File: src/angs_pkg.sv
// package for the angle sensor serial slave port
// assumes a 40 MHz system clock oversampling the serial pins
package angs_pkg;
    localparam logic [3:0] ANGS_OP_WRITE    = 4'h2;
    localparam logic [3:0] ANGS_OP_READ     = 4'h1;
    localparam logic [3:0] ANGS_ADDR_ZERO   = 4'h4;
    localparam logic [3:0] ANGS_ADDR_OTP    = 4'h9;
    localparam logic [7:0] ANGS_OTP_KEY     = 8'h10;
    localparam logic [7:0] ANGS_ZERO_RST    = 8'h00;
    localparam logic [4:0] ANGS_WORD_BITS   = 5'h10;
    localparam logic [4:0] ANGS_LONG_BITS   = 5'h18;
    localparam logic [4:0] ANGS_CNT_RST     = 5'h00;
    localparam logic [4:0] ANGS_CMD_BITS    = 5'h08;

    typedef struct packed {
        logic cs_n;
        logic sclk;
        logic mosi;
    } angs_pins_t;

    typedef struct packed {
        logic [3:0] op;
        logic [3:0] addr;
        logic [7:0] data;
    } angs_cmd_t;
endpackage : angs_pkg

File: src/angs_spi_slave.sv
// serial slave port of the angle sensor: mode 3, msb first, 16/24 bit frames
// assumes sclk/cs_n/mosi come from an outside master and clk is well above 2x sclk
//
// Contract
// - slave only, 16 bits in and out
// - 24-bit read adds 8-bit time index
// - mode 3: sample rising, drive falling
// - cs_n low frames one transfer
// - most significant bit first both ways
// - zero position register at address 4
// - write 0x10 to address 9 stores
// - write frame: 0010, address, value
// - written value applies to next angle
// - read frame: angle byte then register
// - output angle minus zero position
`timescale 1ns/1ps
module angs_spi_slave
    import angs_pkg::*;
(
    input  wire logic        clk,
    input  wire logic        rst_n,
    input  wire logic        cs_n,
    input  wire logic        sclk,
    input  wire logic        mosi,
    input  wire logic [15:0] raw_angle,
    input  wire logic [7:0]  time_index,
    output logic             miso,
    output logic             miso_oe,
    output logic [15:0]      angle_out,
    output logic [7:0]       zero_pos,
    output logic             otp_store
);
    angs_pins_t meta_r;
    angs_pins_t sync_r;
    angs_pins_t prev_r;
    logic [4:0]  cnt_r;
    logic [15:0] rx_r;
    logic [23:0] tx_r;
    logic [7:0]  zero_r;
    logic        rd_r;
    logic        rise;
    logic        fall;
    logic        start;
    logic [15:0] rx_nxt;
    logic [15:0] angle_nxt;
    angs_cmd_t   cmd;
    logic [7:0]  reg_byte;

    // pins cross in through two flops; only sync_r and its delayed copy prev_r are looked at
    always_ff @(posedge clk) begin
        if (!rst_n) begin
            meta_r <= '{cs_n: 1'b1, sclk: 1'b1, mosi: 1'b0};
            sync_r <= '{cs_n: 1'b1, sclk: 1'b1, mosi: 1'b0};
            prev_r <= '{cs_n: 1'b1, sclk: 1'b1, mosi: 1'b0};
        end else begin
            meta_r <= '{cs_n: cs_n, sclk: sclk, mosi: mosi};
            sync_r <= meta_r;
            prev_r <= sync_r;
        end
    end

    assign start  = prev_r.cs_n && !sync_r.cs_n;
    assign rise   = !sync_r.cs_n && !prev_r.sclk && sync_r.sclk;
    assign fall   = !sync_r.cs_n && prev_r.sclk && !sync_r.sclk;
    assign rx_nxt = {rx_r[14:0], sync_r.mosi};
    assign cmd    = angs_cmd_t'(rx_nxt);
    // subtract zero, 8-bit zero aligned to the angle msbs
    assign angle_nxt = raw_angle - {zero_r, 8'h00};

    // register read decode; unmapped addresses read as zero
    function automatic logic [7:0] read_reg(input logic [3:0] addr, input logic [7:0] zero);
        read_reg = (addr == ANGS_ADDR_ZERO) ? zero : 8'h00;
    endfunction : read_reg

    assign reg_byte = read_reg(rx_r[3:0], zero_r);

    // bit counter, cleared whenever cs_n is high
    always_ff @(posedge clk) begin
        if (!rst_n || sync_r.cs_n) begin
            cnt_r <= ANGS_CNT_RST;
            rx_r  <= '0;
        end else if (rise) begin
            rx_r <= rx_nxt;
            if (cnt_r != ANGS_LONG_BITS)
                cnt_r <= cnt_r + 5'h01;
        end
    end

    // zero register; decode on the 16th rising edge
    always_ff @(posedge clk) begin
        if (!rst_n) begin
            zero_r    <= ANGS_ZERO_RST;
            otp_store <= 1'b0;
        end else begin
            otp_store <= 1'b0;
            if (rise && cnt_r == ANGS_WORD_BITS - 5'h01 && cmd.op == ANGS_OP_WRITE) begin
                if (cmd.addr == ANGS_ADDR_ZERO)
                    zero_r <= cmd.data;
                if (cmd.addr == ANGS_ADDR_OTP && cmd.data == ANGS_OTP_KEY)
                    otp_store <= 1'b1;
            end
        end
    end

    // read command seen after 8 bits swaps in register content
    always_ff @(posedge clk) begin
        if (!rst_n || sync_r.cs_n)
            rd_r <= 1'b0;
        else if (rise && cnt_r == ANGS_CMD_BITS - 5'h01 && rx_nxt[7:4] == ANGS_OP_READ)
            rd_r <= 1'b1;
    end

    // transmit shift, loaded at frame start, shifted on falling edge
    always_ff @(posedge clk) begin
        if (!rst_n) begin
            tx_r <= '0;
            miso <= 1'b0;
        end else if (start) begin
            tx_r <= {angle_nxt, time_index};
            miso <= angle_nxt[15];
        end else if (fall) begin
            // the master samples on the rise after each fall, so a fall sends tx_r[23] before shifting
            if (cnt_r == ANGS_CMD_BITS && rd_r) begin
                tx_r <= {reg_byte[6:0], 17'h00000};
                miso <= reg_byte[7];
            end else begin
                tx_r <= {tx_r[22:0], 1'b0};
                miso <= tx_r[23];
            end
        end
    end

    always_ff @(posedge clk) begin
        if (!rst_n) begin
            miso_oe   <= 1'b0;
            angle_out <= '0;
            zero_pos  <= ANGS_ZERO_RST;
        end else begin
            miso_oe   <= !sync_r.cs_n;
            angle_out <= angle_nxt;
            zero_pos  <= zero_r;
        end
    end
endmodule : angs_spi_slave

File: config.mk
export PLATFORM = sky130hd
export DESIGN_NAME = angs_spi_slave
export DESIGN_NICKNAME = d
export VERILOG_FILES = /design/src/angs_pkg.sv /design/src/angs_spi_slave.sv
export SDC_FILE = /design/constraint.sdc
export NUM_CORES = 1
export LEC_CHECK = 0
export CAP_MARGIN = 40
export CORE_UTILIZATION = 50
export CTS_BUF_LIST = sky130_fd_sc_hd__clkbuf_2 sky130_fd_sc_hd__clkbuf_4 sky130_fd_sc_hd__clkbuf_8
export DETAILED_ROUTE_END_ITERATION = 12
export DONT_BUFFER_PORTS = 1
export HOLD_SLACK_MARGIN = 0.02
export PLACE_DENSITY = 0.71
export SETUP_SLACK_MARGIN = 0.05
export SLEW_MARGIN = 15
export SYNTH_ARGS = -nofsm -noshare
export SYNTH_HDL_FRONTEND = slang
export SYNTH_SLANG_ARGS = --single-unit
File: constraint.sdc
create_clock -name clk -period 5.1 [get_ports clk]
set_input_delay 1.02 -clock clk [delete_from_list [all_inputs] [get_ports clk]]
set_output_delay 1.02 -clock clk [all_outputs]
set_load 0.01 [all_outputs]
# Word-level counts from Yosys, hierarchy flattened
# Cells that the tools add are included.
[classes]
addsub = 2
n_eq_ne = 10
mux = 8
n_reduce_logical = 20
[ops]
columns = ["op", "n"]
rows = [
  ["$mux 24", 3],
  ["$sub 16x16->16", 1],
  ["$logic_and 1x1->1", 11],
  ["$eq 5x4->1 const B", 2],
  ["$eq 4x3->1 const B", 2],
  ["$eq 8x5->1 const B", 1],
  ["$mux 8", 1],
  ["$reduce_and 2->1", 3],
  ["$add 5x1->5 const B", 1],
  ["$eq 5x3->1 const B", 1],
  ["$ne 5x5->1 const B", 1],
  ["$eq 4x1->1 const B", 1],
  ["$eq 4x2->1 const B", 1],
  ["$eq 4x4->1 const B", 1],
  ["$logic_not 1->1", 4],
  ["$mux 1", 4],
  ["$reduce_bool 2->1", 1],
  ["$logic_or 1x1->1", 1],
]
[word_totals]
reg_bits = 88
input_bits = 29
wordCells = 58

# Longest topological paths before layout
[depth]
word_depth = 6
depth_mapped = 9
depth_no_buf = 9

# Worst setup path before layout
# No wires, ideal clock.
[synth_path]
path_kind = "input to register"
start = "input port raw_angle[8]"
end = "register tx_r[22]"
setup_ns = 0.071
arrival_time_ns = 2.711
required_time_ns = 5.029
path_slack_ns = 2.319
stages = 9
cell_sequence = "inv_1 > ha_1 > inv_1 > fa_1 > a211oi_1 > nor2_1 > a2111oi_0 > o31ai_1 > a21oi_1"
[synth_via]
elab_chain_len = 2
[synth_rtl]
columns = ["element", "line_no", "source"]
rows = [
  ["from (decl)", "angs_spi_slave.sv:25", "input wire logic [15:0] raw_angle,"],
  ["$sub 16x16->16", "angs_spi_slave.sv:68", "assign angle_nxt = raw_angle - {zero_r, 8'h00};"],
  ["$mux 24", "angs_spi_slave.sv:118", "end else if (start) begin"],
  ["to (signal assigned)", "angs_spi_slave.sv:119", "tx_r <= {angle_nxt, time_index};"],
  ["to (signal assigned)", "angs_spi_slave.sv:124", "tx_r <= {reg_byte[6:0], 17'h00000};"],
  ["to (signal assigned)", "angs_spi_slave.sv:127", "tx_r <= {tx_r[22:0], 1'b0};"],
  ["to (decl)", "angs_spi_slave.sv:38", "logic [23:0] tx_r;"],
]
# Every way passes these cells.
# A chain may end at the register's enable or synchronous reset.

# Final worst setup path
# Ends and elaborated chain as after synthesis.

==> flow_summary.toml <==
[run_status]
status = "completed"

[power]
sequentialPowerShare = 0.546
vdd_ir_drop_max_uv = 157.9
combPwrFrac = 0.046
finalPower_mw = 1.322
p_int_mw = 1.014
clockPowerShare = 0.408
swShare = 0.2325
p_leak_nw = 1.443
p_sw_mw = 0.3073
power.density_mw_per_mm2 = 342.2

[global_route]
overflow = 0
grt_pass1_wl_um = 11950
grt.total_usage = 0.2035
grt_max_degree = 41
antenna_found_initial = 0
grt_pass1_vias = 2539

[clocking]
ctsHoldBuffers = 0
cts.htree.levels = 3
clock_path_buffers = 2
clk_pin_slew_ns = 0.09
cts_tree = "yes"
cts_made_buffers = 9
cts-resized-gates = 0
cts.sinks = 88
root_buffer = "clkbuf_8"
cts_setup_buffers = 0
clk_latency_ns = 0.35

[finish]
nFillCells = 616
final_nets = 412
drive_gt1_frac = 0.1061
register_area_sq_mm = 0.001762
syn2layout_area_growth_pct = 7.899
n_antenna_cell = 0
multiInputGateArea_sq_mm = 0.001647
layout.cells.non_filler = 473

[worst_setup_path]
path_cells = "inv_1 -> ha_1 -> inv_1 -> fa_1 -> a211oi_1 -> nor2_1 -> a2111oi_0 -> o31ai_1 -> a21oi_1"
path_max_fanout = 3
worst_path_largest_cell_delay_ns = 0.61
arrival_ns = 2.98
crit_family = "compound AO/OA/AOI/OAI gates"
crit_type = "in2reg"
start_kind = "input pin"
cp_num_buf_inv = 2
cp_slowest_cell = "a2111oi_0"
worstPathRequired_ns = 5.38
path_common_cell = "inv_1"
cp-end-kind = "flip-flop"

[logic_synthesis]
ys_types = 50
syn_inst = 380
synth_top_flop_cell = "dfxtp_1"
syn_area_per_cell_sq_um = 9.420
synth_nets = 420
synth_edf_count = 0
synth_area_sq_mm = 0.003580
ys_seq_area_frac = 0.4921
ys_ff_latch = 88
yosys_warnings = 0
synthArstFlopShare = 0

[floorplanning]
ios = 56
die_area_sq_mm = 0.007502
row_count = 30
fp.dieH_um = 86.62
start_util = 0.5211
dieWidth_um = 86.62
core_sq_mm = 0.006869

[timing]
max_slew_margin = 0.4968
setup_total_negative_slack_ns = 0
setup-violations-final = 0
slew_violations = 0
rsz0062_at_grt = "false"
worst_slack_ns = 2.398
worst_pin_slew_ns = 0.7549
max_freq_mhz = 370.1
hold_viol = 0
timing.final.crit_share = 0.5298
fin_skew_ns = 0.01273
hold_slack_ns = 0.4146
finalCriticalPeriod_ns = 2.702

[routing]
vias_per_cell = 5.734
dr.pass1.iters = 5
drc = 0
wire_per_inst_um = 15.23
ant_nets = 0
via_count = 2712
totalWireLength_um = 7203
drt_iter0_drc = 204

[placed_design]
port_buffers = 0
hpwl_um = 4861
gp_congestion = 0.7672
dp_cells = 456
pre_cts_slack_ns = 2.097

[job]
max_cap_viol_count = 0

[min_path]
hold_class = "reg2reg"
[layout make-up]
| class | instances | share of cell area |
|---|---|---|
| sequential | 88 | 0.4561 |
| multi-input combinational | 251 | 0.4263 |
| clock buffer | 9 | 0.03207 |
| tap | 96 | 0.03110 |
| clock inverter | 7 | 0.02624 |
| inverter | 17 | 0.01652 |
| timing repair buffer | 5 | 0.01166 |
[per-stage QoR]
| stage | util | cell area [sq um] |
|---|---|---|
| after global placement | 0.5251 | 3607 |
| after global routing | 0.5623 | 3862 |
| after detailed placement | 0.5273 | 3622 |
| final | 0.5623 | 3862 |
| after floorplan | - | 3580 |
| after CTS | 0.5601 | 3847 |
[Yosys cell counts (all sizes together) (3+ instances only)]
library cell / n / share of area
nor2b: 4 / 0.0070
a211oi: 5 / 0.010
ha: 10 / 0.035
nand2: 37 / 0.039
dfxtp: 88 / 0.49
o211ai: 3 / 0.0063
inv: 16 / 0.017
a311oi: 7 / 0.017
mux2i: 10 / 0.028
xor2: 5 / 0.012
nor4: 3 / 0.0052
nor4b: 3 / 0.012
a31oi: 11 / 0.019
nor2: 37 / 0.039
a21oi: 6 / 0.0084
and2: 17 / 0.030
a221oi: 3 / 0.0073
nor3: 4 / 0.0070
o221a: 14 / 0.044
nand2b: 9 / 0.016
and3: 8 / 0.014
clkbuf: 14 / 0.015
o21ai: 4 / 0.0056
buf: 10 / 0.015
and4: 3 / 0.0073
nand3: 23 / 0.032
[state kept, by name, indices dropped and copies added, names as in the netlist, 3 cells and up]
register,flops
angle_out,16
cnt_r,5
meta_r,3
rx_r,15
tx_r,24
zero_pos,8
zero_r,8
[power groups by stage]
stage          Combinational [mW]  Clock, mW  Sequential [mW]
2_1_floorplan              0.0519          0            0.734
3_3_place_gp               0.0574          0            0.737
3_5_place_dp               0.0597          0            0.737
4_1_cts                    0.0600      0.548            0.721
5_1_grt                    0.0680      0.581            0.724
6_report                   0.0609      0.540            0.721
[worst register-to-register path, delay by kind of cell, from the launching register on]
family                   cells  cell delay (ns)
buffers and inverters        1             0.05
adder cells (fa/ha/maj)      2             0.59
AND/OR/NAND/NOR              1             0.11
flip-flops                   1             0.42
AO/OA/AOI/OAI                4             1.20
[final timing paths]
check             depth (start not counted)   endpoint  slack, ns    startpoint
hold / removal                            1  sync_r[1]       0.41     meta_r[1]
hold reg to reg                           1  sync_r[1]       0.41     meta_r[1]
setup / recovery                          9   tx_r[22]       2.40  raw_angle[8]
setup reg to reg                          8   tx_r[22]       2.65     zero_r[0]
[logic make-up (layout without fill, tap and decap cells)]
logic type      after synthesis  count (layout)  synth area share
compound gates               65              65            0.1447
buf+inv                      41              38           0.04788
flops                        88              88            0.4921
xor+xnor                      7               7           0.01713
mux                          10              10           0.02796
simple gates                158             158            0.2296
fa+ha+maj                    11              11           0.04055
[layer usage]
metal | vias to the layer above | track usage | share of wire
met5 | - | 0 | 0
met4 | 0 | 0.08939 | 0.013
met3 | 10 | 0.04095 | 0.041
met2 | 79 | 0.3377 | 0.49
met1 | 1296 | 0.2567 | 0.45
li1 | 1327 | - | -
[layout by cell type, fill, tap and decap left out, types with 3 or more instances in the layout]
cell type and instances:
nor2b_1 4, nor2_1 36, a311oi_1 7, o221a_2 14, o21ai_0 4, a211oi_1 5, dfxtp_1 88, nor3_1 3
buf_4 4, and2_1 17, nand2_1 37, a21oi_1 6, inv_1 16, a31oi_1 11, o211ai_1 3, xor2_1 5
clkbuf_8 9, nor4_1 3, and3_1 8, a221oi_1 3, nand2b_1 9, and4_1 3, mux2i_1 10, ha_1 10
nand3_1 23
(Power assumes the default switching activity.)
